--- config.mk ---
export PLATFORM = sky130hd
export DESIGN_NAME = can_buffer_ctrl
export DESIGN_NICKNAME = d
export VERILOG_FILES = /design/src/can_ctrl_pkg.sv /design/src/can_buffer_ctrl.sv
export SDC_FILE = /design/constraint.sdc
export NUM_CORES = 1
export LEC_CHECK = 0
export ABC_CLOCK_PERIOD_IN_PS = 24300
export BUFFER_PORTS_ARGS = -buffer_cell sky130_fd_sc_hd__buf_2
export CORE_ASPECT_RATIO = 1.1
export CORE_MARGIN = 8
export CORE_UTILIZATION = 30
export CTS_BUF_LIST = sky130_fd_sc_hd__clkbuf_4
export DETAILED_ROUTE_END_ITERATION = 16
export PLACE_DENSITY_LB_ADDON = 0.05
export SYNTH_ARGS = -nofsm -noshare
export SYNTH_HDL_FRONTEND = slang
export SYNTH_SLANG_ARGS = --single-unit
--- constraint.sdc ---
create_clock -name CLK -period 24.3 [get_ports CLK]
set_clock_uncertainty 0.1 [all_clocks]
set_input_delay 1.215 -clock CLK [delete_from_list [all_inputs] [get_ports CLK]]
set_output_delay 1.215 -clock CLK [all_outputs]
set_load 0.05 [all_outputs]
--- src/can_ctrl_pkg.sv ---
/*
 * Shared constants and carrier types for the CAN buffer control block.
 * Assumes a 16-bit register port and a protocol engine outside the block.
 */
package can_ctrl_pkg;
    // ------------------------------------------------------------------
    // register map (word offsets on the register port)
    // ------------------------------------------------------------------
    localparam logic [7:0] OFF_TIMING = 8'h00;
    localparam logic [7:0] OFF_INT_STATUS = 8'h01;
    localparam logic [7:0] OFF_INT_MASK = 8'h02;
    localparam logic [7:0] OFF_ENGINE_STATUS = 8'h03;
    localparam logic [7:0] OFF_PAIR_BASE = 8'h08;   // four pair words
    localparam logic [7:0] OFF_SID_BASE = 8'h10;    // sixteen filters
    localparam logic [7:0] OFF_EID_BASE = 8'h20;    // sixteen filters

    // ------------------------------------------------------------------
    // field layout
    // ------------------------------------------------------------------
    localparam int SJW_LSB = 6;
    localparam int PRESC_LSB = 0;
    localparam logic [15:0] TIMING_MASK = 16'h00FF;
    localparam logic [15:0] SID_MASK = 16'hFFEB;    // bits 4 and 2 unused
    localparam int SID_LSB = 5;
    localparam int FRAME_TYPE_SELECT_BIT = 3;
    localparam int BUF_DIR = 7;
    localparam int BUF_ABT = 6;
    localparam int BUF_LARB = 5;
    localparam int BUF_ERR = 4;
    localparam int BUF_REQ = 3;
    localparam int BUF_RTR = 2;
    localparam int BUF_PRI_LSB = 0;
    localparam logic [7:0] BUF_SW_MASK = 8'h8F;     // writable bits
    localparam logic [7:0] BUF_RESET = 8'h00;

    // interrupt status bits
    localparam int IRQ_SENT = 0;
    localparam int IRQ_ABORT = 1;
    localparam int IRQ_LARB = 2;
    localparam int IRQ_ERR = 3;
    localparam int IRQ_MATCH = 4;
    localparam int IRQ_W = 5;

    localparam logic [15:0] UNMAPPED_READ = 16'h0000;

    // ------------------------------------------------------------------
    // carriers
    // ------------------------------------------------------------------
    // identifier received by the protocol engine
    typedef struct packed {
        logic valid;
        logic extended;
        logic remote;
        logic [10:0] standard_ident_bits;
        logic [17:0] extended_ident_bits;
    } rx_ident_t;

    // outcome reported by the protocol engine for the buffer it sends
    typedef struct packed {
        logic done;
        logic aborted;
        logic lost_arb;
        logic bus_err;
    } tx_result_t;

    typedef enum logic [2:0] {
        TX_IDLE = 3'b001,
        TX_BUSY = 3'b010,
        TX_ABORT = 3'b100
    } tx_state_t;
endpackage

--- src/can_buffer_ctrl.sv ---
/*
 * Bit-timing setup, acceptance filters and paired buffer control of a CAN
 * controller. Assumes an external protocol engine that takes the chosen
 * buffer, reports each send outcome and presents received identifiers.
 */
// Decided for this implementation: the strobed register port and the placing of the registers.
`timescale 1ns/100ps

// What this block does
// jump width is field plus one quanta
// quantum is two times prescaler plus one
// eleven stored standard bits must all match
// type enforce makes frame select pick kind
// extended top bits live in standard word
// sixteen low extended bits must match
// pair word: low even buffer, high odd
// direction bit set means transmit, resets receive
// aborted flag set on abort, zero success
// lost arbitration flag set on loss
// transmit error flag set on bus error
// setting send request clears three flags
// send request queues, cleared on success
// clearing pending request aborts, sets aborted
// auto remote reply sets send request
// two-bit priority, eleven highest
// highest priority first, ties to higher number
module can_buffer_ctrl
    import can_ctrl_pkg::*;
#(
    parameter int NBUF = 8,
    parameter int NFILT = 16
) (
    input wire logic CLK,
    input wire logic RST_N,
    input wire logic [7:0] ADDR,
    input wire logic [15:0] WDATA,
    input wire logic WR,
    input wire logic RD,
    output logic [15:0] RDATA,
    input wire rx_ident_t RX_IDENT,
    input wire logic [NFILT-1:0] FILTER_TYPE_ENFORCE,
    input wire tx_result_t TX_RESULT,
    output logic TX_START,
    output logic [2:0] TX_BUFFER,
    output logic TX_ABORT_REQ,
    output logic QUANTUM_TICK,
    output logic [2:0] RESYNC_JUMP_WIDTH,
    output logic [NFILT-1:0] FILTER_HIT,
    output logic IRQ
);
    // ------------------------------------------------------------------
    // storage
    // ------------------------------------------------------------------
    logic [7:0] timing_reg;
    logic [15:0] sid_reg [NFILT];
    logic [15:0] eid_reg [NFILT];
    logic [7:0] buf_reg [NBUF];
    logic [IRQ_W-1:0] istat_reg;
    logic [IRQ_W-1:0] imask_reg;
    tx_state_t state_reg;
    logic [2:0] cur_reg;
    logic [6:0] qcnt_reg;

    // ------------------------------------------------------------------
    // address decode
    // ------------------------------------------------------------------
    wire hit_timing = (ADDR == OFF_TIMING);
    wire hit_istat = (ADDR == OFF_INT_STATUS);
    wire hit_imask = (ADDR == OFF_INT_MASK);
    wire hit_eng = (ADDR == OFF_ENGINE_STATUS);
    wire hit_pair = (ADDR[7:2] == OFF_PAIR_BASE[7:2]);
    wire hit_sid = (ADDR[7:4] == OFF_SID_BASE[7:4]);
    wire hit_eid = (ADDR[7:4] == OFF_EID_BASE[7:4]);
    wire [1:0] pair_idx = ADDR[1:0];
    wire [3:0] filt_idx = ADDR[3:0];

    // ------------------------------------------------------------------
    // time quantum divider
    // ------------------------------------------------------------------
    // quantum length in module clocks, 2 to 128
    function automatic logic [7:0] quantum_len(input logic [5:0] presc);
        quantum_len = {1'b0, presc, 1'b0} + 8'h02;
    endfunction

    wire [7:0] q_len = quantum_len(timing_reg[PRESC_LSB +: 6]);
    wire q_wrap = ({1'b0, qcnt_reg} == q_len - 8'h01);

    always_ff @(posedge CLK) begin
        if (!RST_N) begin
            qcnt_reg <= 7'h00;
            QUANTUM_TICK <= 1'b0;
            RESYNC_JUMP_WIDTH <= 3'h1;
        end else begin
            qcnt_reg <= q_wrap ? 7'h00 : qcnt_reg + 7'h01;
            QUANTUM_TICK <= q_wrap;
            RESYNC_JUMP_WIDTH <= {1'b0, timing_reg[SJW_LSB +: 2]} + 3'h1;
        end
    end

    // ------------------------------------------------------------------
    // acceptance filters
    // ------------------------------------------------------------------
    // one filter compares the eleven standard bits, and the eighteen extended bits only for extended frames
    function automatic logic filter_match(input logic [15:0] sw,
                                          input logic [15:0] ew,
                                          input logic enforce,
                                          input rx_ident_t id);
        logic sid_ok;
        logic eid_ok;
        logic type_ok;
        sid_ok = (sw[SID_LSB +: 11] == id.standard_ident_bits);
        eid_ok = !id.extended
            || ({sw[1:0], ew} == id.extended_ident_bits);
        type_ok = !enforce || (sw[FRAME_TYPE_SELECT_BIT] == id.extended);
        filter_match = sid_ok && eid_ok && type_ok;
    endfunction

    logic [NFILT-1:0] hit_vec;
    always_comb begin
        for (int f = 0; f < NFILT; f++) begin
            hit_vec[f] = RX_IDENT.valid
                && filter_match(sid_reg[f], eid_reg[f],
                                FILTER_TYPE_ENFORCE[f], RX_IDENT);
        end
    end
    wire any_hit = |hit_vec;
    // remote request matching any filter triggers buffers with auto reply
    wire rtr_hit = any_hit && RX_IDENT.remote;

    // ------------------------------------------------------------------
    // transmit arbitration
    // ------------------------------------------------------------------
    logic pick_valid;
    logic [2:0] pick_idx;
    logic [1:0] pick_pri;
    always_comb begin
        pick_valid = 1'b0;
        pick_idx = 3'h0;
        pick_pri = 2'h0;
        // ascending scan with >= lets higher numbers win ties
        for (int b = 0; b < NBUF; b++) begin
            if (buf_reg[b][BUF_DIR] && buf_reg[b][BUF_REQ]
                && (!pick_valid || buf_reg[b][BUF_PRI_LSB +: 2] >= pick_pri)
                ) begin
                pick_valid = 1'b1;
                pick_idx = 3'(b);
                pick_pri = buf_reg[b][BUF_PRI_LSB +: 2];
            end
        end
    end

    wire cur_req = buf_reg[cur_reg][BUF_REQ];

    // ------------------------------------------------------------------
    // engine sequencer
    // ------------------------------------------------------------------
    always_ff @(posedge CLK) begin
        if (!RST_N) begin
            state_reg <= TX_IDLE;
            cur_reg <= 3'h0;
            TX_START <= 1'b0;
            TX_BUFFER <= 3'h0;
            TX_ABORT_REQ <= 1'b0;
        end else begin
            TX_START <= 1'b0;
            TX_ABORT_REQ <= 1'b0;
            case (state_reg)
                TX_IDLE: begin
                    if (pick_valid) begin
                        state_reg <= TX_BUSY;
                        cur_reg <= pick_idx;
                        TX_BUFFER <= pick_idx;
                        TX_START <= 1'b1;
                    end
                end
                TX_BUSY: begin
                    if (TX_RESULT.done) begin
                        state_reg <= TX_IDLE;
                    end else if (!cur_req) begin
                        state_reg <= TX_ABORT;
                        TX_ABORT_REQ <= 1'b1;
                    end
                end
                TX_ABORT: begin
                    if (TX_RESULT.done) begin
                        state_reg <= TX_IDLE;
                    end
                end
                default: state_reg <= TX_IDLE;
            endcase
        end
    end

    // ------------------------------------------------------------------
    // buffer control words
    // ------------------------------------------------------------------
    wire busy = (state_reg != TX_IDLE);
    wire res_done = busy && TX_RESULT.done;
    wire res_ok = res_done && !TX_RESULT.aborted
        && !TX_RESULT.lost_arb && !TX_RESULT.bus_err;

    always_ff @(posedge CLK) begin
        if (!RST_N) begin
            for (int b = 0; b < NBUF; b++) begin
                buf_reg[b] <= BUF_RESET;
            end
        end else begin
            for (int b = 0; b < NBUF; b++) begin
                logic [7:0] v;
                logic wsel;
                v = buf_reg[b];
                wsel = WR && hit_pair && (pair_idx == 2'(b / 2));
                if (wsel) begin
                    // even buffer low byte, odd buffer high byte
                    v = (v & ~BUF_SW_MASK)
                        | (WDATA[(b % 2) * 8 +: 8] & BUF_SW_MASK);
                end
                if (res_done && cur_reg == 3'(b)) begin
                    if (res_ok) begin
                        v[BUF_REQ] = 1'b0;
                    end
                    if (TX_RESULT.aborted) begin
                        v[BUF_ABT] = 1'b1;
                    end
                    if (TX_RESULT.lost_arb) begin
                        v[BUF_LARB] = 1'b1;
                    end
                    if (TX_RESULT.bus_err) begin
                        v[BUF_ERR] = 1'b1;
                    end
                end
                if (rtr_hit && v[BUF_RTR]) begin
                    v[BUF_REQ] = 1'b1;
                end
                if (v[BUF_REQ] && !buf_reg[b][BUF_REQ]) begin
                    v[BUF_ABT] = 1'b0;
                    v[BUF_LARB] = 1'b0;
                    v[BUF_ERR] = 1'b0;
                end
                buf_reg[b] <= v;
            end
        end
    end

    // ------------------------------------------------------------------
    // configuration and filter words
    // ------------------------------------------------------------------
    always_ff @(posedge CLK) begin
        if (!RST_N) begin
            timing_reg <= 8'h00;
            imask_reg <= '0;
        end else begin
            if (WR && hit_timing) begin
                timing_reg <= WDATA[7:0];
            end
            if (WR && hit_imask) begin
                imask_reg <= WDATA[IRQ_W-1:0];
            end
        end
    end

    // filter words hold no reset value
    always_ff @(posedge CLK) begin
        if (WR && hit_sid) begin
            sid_reg[filt_idx] <= WDATA & SID_MASK;
        end
        if (WR && hit_eid) begin
            eid_reg[filt_idx] <= WDATA;
        end
    end

    // ------------------------------------------------------------------
    // interrupts: sticky, write one to clear, set beats clear
    // ------------------------------------------------------------------
    logic [IRQ_W-1:0] ev;
    always_comb begin
        ev = '0;
        ev[IRQ_SENT] = res_ok;
        ev[IRQ_ABORT] = res_done && TX_RESULT.aborted;
        ev[IRQ_LARB] = res_done && TX_RESULT.lost_arb;
        ev[IRQ_ERR] = res_done && TX_RESULT.bus_err;
        ev[IRQ_MATCH] = any_hit;
    end
    wire [IRQ_W-1:0] clr = (WR && hit_istat) ? WDATA[IRQ_W-1:0] : '0;
    wire [IRQ_W-1:0] istat_next = (istat_reg & ~clr) | ev;

    always_ff @(posedge CLK) begin
        if (!RST_N) begin
            istat_reg <= '0;
            IRQ <= 1'b0;
            FILTER_HIT <= '0;
        end else begin
            istat_reg <= istat_next;
            IRQ <= |(istat_next & imask_reg);
            FILTER_HIT <= hit_vec;
        end
    end

    // ------------------------------------------------------------------
    // read port: data one cycle after the strobe
    // ------------------------------------------------------------------
    logic [15:0] rd_mux;
    always_comb begin
        rd_mux = UNMAPPED_READ;
        if (hit_timing) begin
            rd_mux = {8'h00, timing_reg} & TIMING_MASK;
        end else if (hit_istat) begin
            rd_mux = 16'(istat_reg);
        end else if (hit_imask) begin
            rd_mux = 16'(imask_reg);
        end else if (hit_eng) begin
            rd_mux = {10'h000, busy, cur_reg, pick_valid, pick_idx[0]};
        end else if (hit_pair) begin
            rd_mux = {buf_reg[{pair_idx, 1'b1}], buf_reg[{pair_idx, 1'b0}]};
        end else if (hit_sid) begin
            rd_mux = sid_reg[filt_idx];
        end else if (hit_eid) begin
            rd_mux = eid_reg[filt_idx];
        end
    end

    always_ff @(posedge CLK) begin
        if (!RST_N) begin
            RDATA <= 16'h0000;
        end else if (RD) begin
            RDATA <= rd_mux;
        end else begin
            RDATA <= 16'h0000;
        end
    end
endmodule // can_buffer_ctrl

Word-level counts from Yosys, hierarchy flattened --
Memory sizes are Yosys's and may differ from the RTL's. A register that Yosys moved wholly into a read port is not among the register bits. Cells that the tools add are included.
Cells by class: order comparisons 7, shift-type cells 0, divide/modulo/power cells 0, mux-type cells 141, eq/ne operators 72, reductions and logical operators 191, $add $sub $neg 4, multipliers 0, bitwise operators 23
Operator list (count):
- $eq A18 B18 Y1 | 16
- $mux W8 | 28
- $eq A11 B11 Y1 | 16
- $logic_and A1 B1 Y1 | 105
- $mux W3 | 28
- $mux W1 | 65
- $or A7 B8 Y8 | 8
- $mux W16 | 3
- $logic_or A1 B1 Y1 | 39
- $logic_not A1 Y1 | 35
- $mux W4 | 8
- $eq A1 B1 Y1 | 16
- $eq A8 B2 Y1 const B | 2
- $reduce_or A16 Y1 | 1
- $eq A3 B3 Y1 const B | 5
- $ge A2 B2 Y1 | 7
- $mux W2 | 7
- $and A5 B5 Y5 | 2
- $eq A3 B2 Y1 const B | 3
- $pmux W3 S3 | 1
- $add A7 B2 Y8 const B | 1
- $eq A7 B8 Y1 | 1
- $eq A8 B1 Y1 const B | 1
- $logic_not A8 Y1 | 1
- 25 further kinds | 39
Word-level totals: ROM bits 0, latch bits 0, memories 3, word-level logic and storage cells 455, bits of input ports 80, bits in writable memories 544, register bits after elaboration 70
Memory list:
- eid_reg | words 16, bits a word 16, read ports 17, clocked after Yosys merged registers in 0, write ports 1, line can_buffer_ctrl.sv:56 | logic [15:0] eid_reg [NFILT];
- sid_reg | words 16, bits a word 14, read ports 17, clocked after Yosys merged registers in 0, write ports 1, line can_buffer_ctrl.sv:55 | logic [15:0] sid_reg [NFILT];
- buf_reg | words 8, bits a word 8, read ports 11, clocked after Yosys merged registers in 1, write ports 8, line can_buffer_ctrl.sv:57 | logic [7:0] buf_reg [NBUF];

Longest topological paths before layout --
Gate-level depths: netlist of run 1. An unclocked memory read counts as a cell.
depth in word-level cells 35, depth in mapped cells 40, gate-level depth less buffers 39

Least setup slack after synthesis of run 1 --
No wires, ideal clock.
path kind register -> register, from memory buf_reg[0][3], to register with a tool-made name, slack 16.412 ns, library setup time 0.133 ns, arrival time 7.655 ns, cell stages (with the launch flop) 40, data required time 24.067 ns, cells stage by stage dfxtp_1 clkbuf_1 and3_1 ha_1 nand2b_1 a211o_1 a21bo_2 nand2_1 ha_1 nand2b_1 a211oi_1 or2_2 a31oi_1 ha_1 nand2b_1 a221oi_1 nor2_1 mux2_2 [... 4 more ...] mux2_2 ha_1 nand2b_1 a21oi_1 a21oi_1 mux2_2 ha_1 nand2b_1 a21oi_1 a21oi_1 inv_1 mux2_2 ha_1 nand2b_1 a21oi_1 a21oi_1 nor3b_1 a21oi_1
RTL lines (line):
- from (decl) | can_buffer_ctrl.sv:57

==> results of run 1 <==
==> cells in the mapped netlist, drive strengths merged, types with 8 or more instances <==
cell     instances  area [um2]
nor3b           13         109
clkbuf          58         218
nor4b           16         140
nor3            17        85.1
o41ai           16         140
nor4            68         425
edfxtp         480       14400
buf             86         425
nand4          103         651
or2              9        56.3
o21ai           14        70.1
nor2            64         240
nand2          134         505
inv             31         116
o211ai           9        67.6
nand2b          21         131
a31oi            8        50.1
mux2i           11         114
nand3           61         305
a21oi          110         551
a211oi          15         113
dfxtp          137        2740
a2111oi         14         131
mux4           168        3780
xor2           250        2190
ha              16         200
and3            23         144
xnor2          239        2090
a22oi           34         255
==> critical path: cells and delay by family, from the launching register on <==
kind            cells  cell delay [ps]
simple gates       12             1900
buf+inv             1              120
fa+ha+maj           7             1800
mux                 4             1560
flops               1              530
compound gates     14             2550
==> per-layer routing <==
metal	part of all wire, %	vias up	global-route usage (%)	wire length [um]
li1	-	9215	-	-
met1	42	10800	25.9	49800
met2	49	733	34.8	58100
met3	4.9	187	3.59	5760
met4	3.2	0	6.99	3770
met5	0	-	0	0
==> power by group through the flow <==
| stage | Sequential (mW) | Clock, mW | Combinational (mW) |
|---|---|---|---|
| 4_1_cts | 1.14 | 1.04 | 0.199 |
| 3_5_place_dp | 1.16 | 0 | 0.198 |
| 3_3_place_gp | 1.16 | 0 | 0.199 |
| 6_report | 1.14 | 0.998 | 0.197 |
| 5_1_grt | 1.14 | 1.09 | 0.207 |
| 2_1_floorplan | 1.16 | 0 | 0.109 |
==> cells by family after synthesis <==
kind of cell | share of synthesized area (%)
xor+xnor | 13.9
fa+ha+maj | 0.649
compound gates | 4.99
buf+inv | 2.46
simple gates | 9.54
flops | 55.6
mux | 12.9
==> worst min-delay path by stage <==
stage | startpoint | end | slack [ps] | cells past startpoint
2_1_floorplan | timing_reg[6]$_SDFFE_PN0P_ | RESYNC_JUMP_WIDTH[0]$_SDFF_PN1_ | 290 | 1
3_3_place_gp | timing_reg[6]$_SDFFE_PN0P_ | RESYNC_JUMP_WIDTH[0]$_SDFF_PN1_ | 350 | 1
6_report | timing_reg[6]$_SDFFE_PN0P_ | RESYNC_JUMP_WIDTH[0]$_SDFF_PN1_ | 330 | 1
3_5_place_dp | timing_reg[6]$_SDFFE_PN0P_ | RESYNC_JUMP_WIDTH[0]$_SDFF_PN1_ | 350 | 1
4_1_cts | RD | RDATA[5]$_SDFF_PN0_ | 240 | 3
5_1_grt | RD | RDATA[5]$_SDFF_PN0_ | 330 | 3
==> final cells by class <==
type | instances | area share (%)
Tap cell | 1375 | 4.87
Clock inverter | 47 | 0.836
Antenna cell | 2 | 0.0142
Inverter | 31 | 0.329
Multi-Input combinational cell | 1480 | 36.8
Clock buffer | 262 | 5.57
Timing Repair Buffer | 178 | 2.97
Sequential cell | 617 | 48.6
==> through the flow <==
stage	hold WS, ps	cells	cell area [um2]
floorplan	289	2272	30800
global placement	345	3681	33000
detailed placement	349	3681	33000
global route	331	3992	35300
finish	335	3992	35300
CTS	242	3990	35300
==> impl_metrics.ini, run 1 <==
[sta]
hold_viol_final = 0
slew_headroom_pct = 18.7
finalCritPeriodShare_pct = 35.8
setup_violations = 0
fin_crit_ps = 8710
grt_setup_unrepaired = false
setup_tns_ps = 0
setup_slack_ps = 15590
worst_pin_slew_ps = 1220
timing.fmax_ghz = 0.115
maxSlewViolCount = 0

[place]
io_buffer_count = 121
pre_cts_ws_ps = 15580
gp_congestion = 0.844
hpwl_mm = 84.9

[clock_network]
htreeDepth = 4
postCtsHoldBufs = 0
post_cts_buffers = 0
cts-root-buf = clkbuf_4
cts_num_sinks = 617
insertion_delay_ps = 1020
cts_tree = yes
clk_pin_slew_ps = 60
cts_buffers = 178
clk_path_buf_depth = 3
ctsResizeCount = 0

[min_path]
hold_path_class = flop to flop

[final_layout]
multi_input_area_um2 = 13000
final_nets = 2582
layout_commonest_cell = edfxtp_1
syn_to_final_growth_pct = 14.5
fin_util_pct = 34.6
fillCellCount = 10100
drive_gt1_share_pct = 25.4
final-seq-area_um2 = 17200
largest_register_ffs = 256
layout_common_cells = edfxtp_1, clkbuf_4, xor2_1

[setup_path]
critPathSlowestCell = dfxtp_1
r2r-start = buf_reg[0][3]$_SDFF_PN0_
crit_path_max_fanout = 9
r2r_setup_slack_ps = 15590
cpMostUsedCell = a21oi_1
startpoint = buf_reg[0][3]$_SDFF_PN0_
critPathLaunchType = flop
max_stage_delay_ps = 530
arrival_ps = 9460
r2r_cells = 38
crit_path_end_kind = flop
critPathRequiredTime_ps = 25040
crit_type = flop to flop

[power]
p_leak_nw = 11.6
ir_worst_vdd_mv = 0.0331
swShare_pct = 25.8
total_power_mw = 2.33
cellPowerDensity_nw_per_um2 = 66.1
pwr-share-clk_pct = 42.7
p_comb_share_pct = 8.4
p_int_mw = 1.73
seq_power_share_pct = 48.8
switchingPower_uw = 602

[synth]
syn_avg_cell_area_um2 = 13.6
yosysUniqueCellTypes = 60
syn_area_um2 = 30800
yosysSeqAreaShare_pct = 55.6
async_reset_ff_share_pct = 0
synth-edff-count = 480
yosys_most_used_dff = edfxtp_1
synth_nets = 2368
yosysWarnings = 0
synthCells = 2272
yosys_register_bits = 617

[floorplanning]
num_rows = 123
io_pins = 122
fp.dieH_um = 352
dieWidth_um = 322
die-area_um2 = 113000
start_util_pct = 30.2
core_area_um2 = 102000

[route]
drt_wl_total_mm = 117
vias_per_cell = 5.23
first_pass_iters = 5
drt_iter0_drc = 1661
num_vias = 20900
wl_per_cell_um = 29.4
route.detailed.drc = 0
ant_nets = 0

[global_routing]
grt_pass1_vias = 21900
grt_pass1_wl_mm = 165
track_usage_pct = 20.4
grt_start_max_net_pins = 72
grt_overflow = 0
antenna_found_initial = 11

[job]
max-cap-violations = 0

[run_status]
status = finished clean
(Power assumes the default switching activity.)
==> run 2, diff against run 1 <==
- ABC_AREA: unset -> 1
- ABC_CLOCK_PERIOD_IN_PS: 24300 -> 8650
- clock period: 24.3 -> 8.65 ns (I/O delays scaled with it)
==> run 2 against run 1 <==
  * Clock power grew to 2.7 times the previous value
  * Die area is 2.0% higher
  * Sequential share of layout area is 1.3 points lower
  * First-iteration DRC count is 54% higher
  * Worst setup slack worse by 14000 ps
  * Utilization is 0.37 points higher
  * Register-to-register slack worse by 14000 ps
  * Design area is 2.8% higher
  * Sequential power grew to 2.9 times the previous value
  * Via count is 26% higher
  * Critical path depth is 8 higher
  * Count of clock-buffer cells in the layout is 15 lower
==> impl_metrics.ini, run 2 <==
[job]
max-cap-violations = 0

[min_path]
hold_path_class = input port to flop
hold_end = FILTER_HIT[5]$_SDFF_PN0_
worstHoldPathCells = 9
hold_start = RX_IDENT[9]

[synth]
synth_nets = 3451
synth.top_cells.by_area = edfxtp_1, nand2_1, dfxtp_1, xor2_1, nor2_1
yosys_register_bits = 617
synth-edff-count = 480
yosysWarnings = 0
synth_top_family_by_area = simple AND/OR/NAND/NOR gates
async_reset_ff_share_pct = 0
yosysUniqueCellTypes = 61
yosysSeqAreaShare_pct = 54.5
yosys_most_used_dff = edfxtp_1
synth_top_area_cell = edfxtp_1
synth.top_cell.area_share_pct = 45.8
synthAdderAreaFrac_pct = 0.636
synth_most_common_cell = nand2_1
syn_avg_cell_area_um2 = 9.39
syn_area_um2 = 31500
synthCells = 3355
yosys.area_share.simple_pct = 17.6
ys_top_cells_by_count = nand2_1, edfxtp_1, nor2_1
synth-xor-area-share_pct = 7.20
synth_compound_area_share_pct = 13.1
muxShareOfSynthArea_pct = 0

[sta]
fin_crit_ps = 7450
hold_viol_final = 0
worst_pin_slew_ps = 1060
grt_setup_unrepaired = false
finalCritPeriodShare_pct = 86.2
maxSlewViolCount = 0
slew_headroom_pct = 28.5
setup_violations = 0
timing.fmax_ghz = 0.134
setup_tns_ps = 0

[setup_path]
reg2reg_to = RDATA[0]$_SDFF_PN0_
crit_path_max_fanout = 7
r2r-start = buf_reg[0][7]$_SDFFE_PN0P_
cpMostUsedCell = nand2_1
arrival_ps = 8310
critPathLaunchType = flop
max_stage_delay_ps = 390
critPathSlowestCell = dfxtp_1
crit_type = flop to flop
critPathRequiredTime_ps = 9500
crit_path_end_kind = flop
r2r_setup_slack_ps = 1200
r2r_cells = 46

[floorplanning]
dieWidth_um = 325
fp.dieH_um = 356
die-area_um2 = 116000
io_pins = 122
num_rows = 124
core_area_um2 = 104000
start_util_pct = 30.3

[global_routing]
grt_start_max_net_pins = 102
antenna_found_initial = 3
grt_pass1_vias = 26300
grt_pass1_wl_mm = 192
grt_overflow = 0
track_usage_pct = 22.8

[clock_network]
clk_path_buf_depth = 3
post_cts_buffers = 0
cts-root-buf = clkbuf_4
clk_pin_slew_ps = 70
insertion_delay_ps = 1080
cts_tree = yes
htreeDepth = 4
cts_buffers = 177
cts_num_sinks = 617

[final_layout]
syn_to_final_growth_pct = 15.3
final_nets = 3711
fin_util_pct = 34.9
layout_common_cells = nand2_1, edfxtp_1, nor2_1
final_area_um2 = 36300
largest_register_ffs = 256
drive_gt1_share_pct = 15.4
layout_commonest_cell = nand2_1

[route]
wl_per_cell_um = 26.5
drt_iter0_drc = 2553
drt_wl_total_mm = 136
num_vias = 26400
ant_nets = 0
vias_per_cell = 5.15
route.detailed.drc = 0
first_pass_iters = 6

[power]
ir_worst_vdd_mv = 0.144
total_power_mw = 6.77
p_leak_nw = 14.3
cellPowerDensity_nw_per_um2 = 186

[place]
dpl-instance-area_um2 = 33500
hpwl_mm = 91.9
io_buffer_count = 121
gp_congestion = 0.869

[run_status]
status = finished clean
-- run 2: cell count changes in the layout (fill, tap and decap cells not counted), sizes merged, moves of 100 or more --
cell / previous run / this run
o22ai: 1 / 101
a22oi: 34 / 164
nor2: 64 / 368
inv: 36 / 323
mux4: 168 / 0
xnor2: 239 / 45
nand2: 134 / 748
o21ai: 14 / 145
-- run 2: report_power, final --
| part | switching, mW | internal [mW] | leakage, nW | total, mW |
|---|---|---|---|---|
| logic | 0.578 | 0.191 | 7.62 | 0.769 |
| clock network | 1.35 | 1.37 | 1.27 | 2.72 |
| registers | 0.0461 | 3.23 | 5.42 | 3.28 |
-- run 2: final cells by class --
cell class                 count  area [um2]
clock buffer                 247        1850
antenna                        3        7.51
multi-input combinational   2248       12300
timing repair buffer         249        1730
inverter                     322        1220
fill                       10900       67600
sequential                   617       17200
tap                         1386        1730
clock inverter                55         295
-- run 2: worst max-delay path, delay by kind of cell (launching register included) --
family | cells | cell delay (ps)
buffers and inverters | 1 | 100
DFF | 1 | 390
AOI/OAI and AO/OA | 15 | 2290
and+or+nand+nor | 23 | 2710
adders and majority gates | 7 | 1750
-- run 2: logic make-up after synthesis --
| group | count (synthesis) |
|---|---|
| AND/OR/NAND/NOR | 1326 |
| AO/OA/AOI/OAI | 647 |
| flip-flops | 617 |
| buffers and inverters | 490 |
| XOR/XNOR | 259 |
| adder cells (fa/ha/maj) | 16 |
-- run 2: timing repair --
item | 4_1_cts | 5_1_grt
endpoints found under the hold margin | 628 | 0
endpoints found under the setup margin | 0 | 0
hold buffers | 61 | 0
resized for setup | 0 | 0
-- run 2: how the worst max path moves through the flow --
| stage | start | to | slack [ps] | depth (start not counted) |
|---|---|---|---|---|
| floorplan | buf_reg[0][3]$_SDFF_PN0_ | RDATA[0]$_SDFF_PN0_ | 2130 | 46 |
| global placement | buf_reg[0][3]$_SDFF_PN0_ | RDATA[0]$_SDFF_PN0_ | 1440 | 46 |
| detailed placement | buf_reg[0][3]$_SDFF_PN0_ | RDATA[0]$_SDFF_PN0_ | 1290 | 46 |
| CTS | buf_reg[0][7]$_SDFFE_PN0P_ | RDATA[0]$_SDFF_PN0_ | 1250 | 46 |
| global route | buf_reg[0][3]$_SDFF_PN0_ | RDATA[0]$_SDFF_PN0_ | 90 | 46 |
| finish | buf_reg[0][7]$_SDFFE_PN0P_ | RDATA[0]$_SDFF_PN0_ | 1200 | 46 |
-- run 2: routing by layer --
layer / vias up / share of wire, % / global-route usage (%)
li1: 12100 / - / -
met1: 13000 / 44 / 30.3
met2: 1096 / 46 / 37.1
met3: 227 / 6.2 / 3.90
met4: 2 / 3.4 / 8.36
met5: - / 0.0088 / 0
-- run 2: stage by stage --
stage / cells / setup WS, ps / hold WS (ps)
finish: 5127 / 1200 / 185
CTS: 5124 / 1250 / 21.6
floorplan: 3355 / 2130 / 285
global placement: 4761 / 1440 / 326
global route: 5125 / 93.8 / 113
detailed placement: 4761 / 1290 / 334
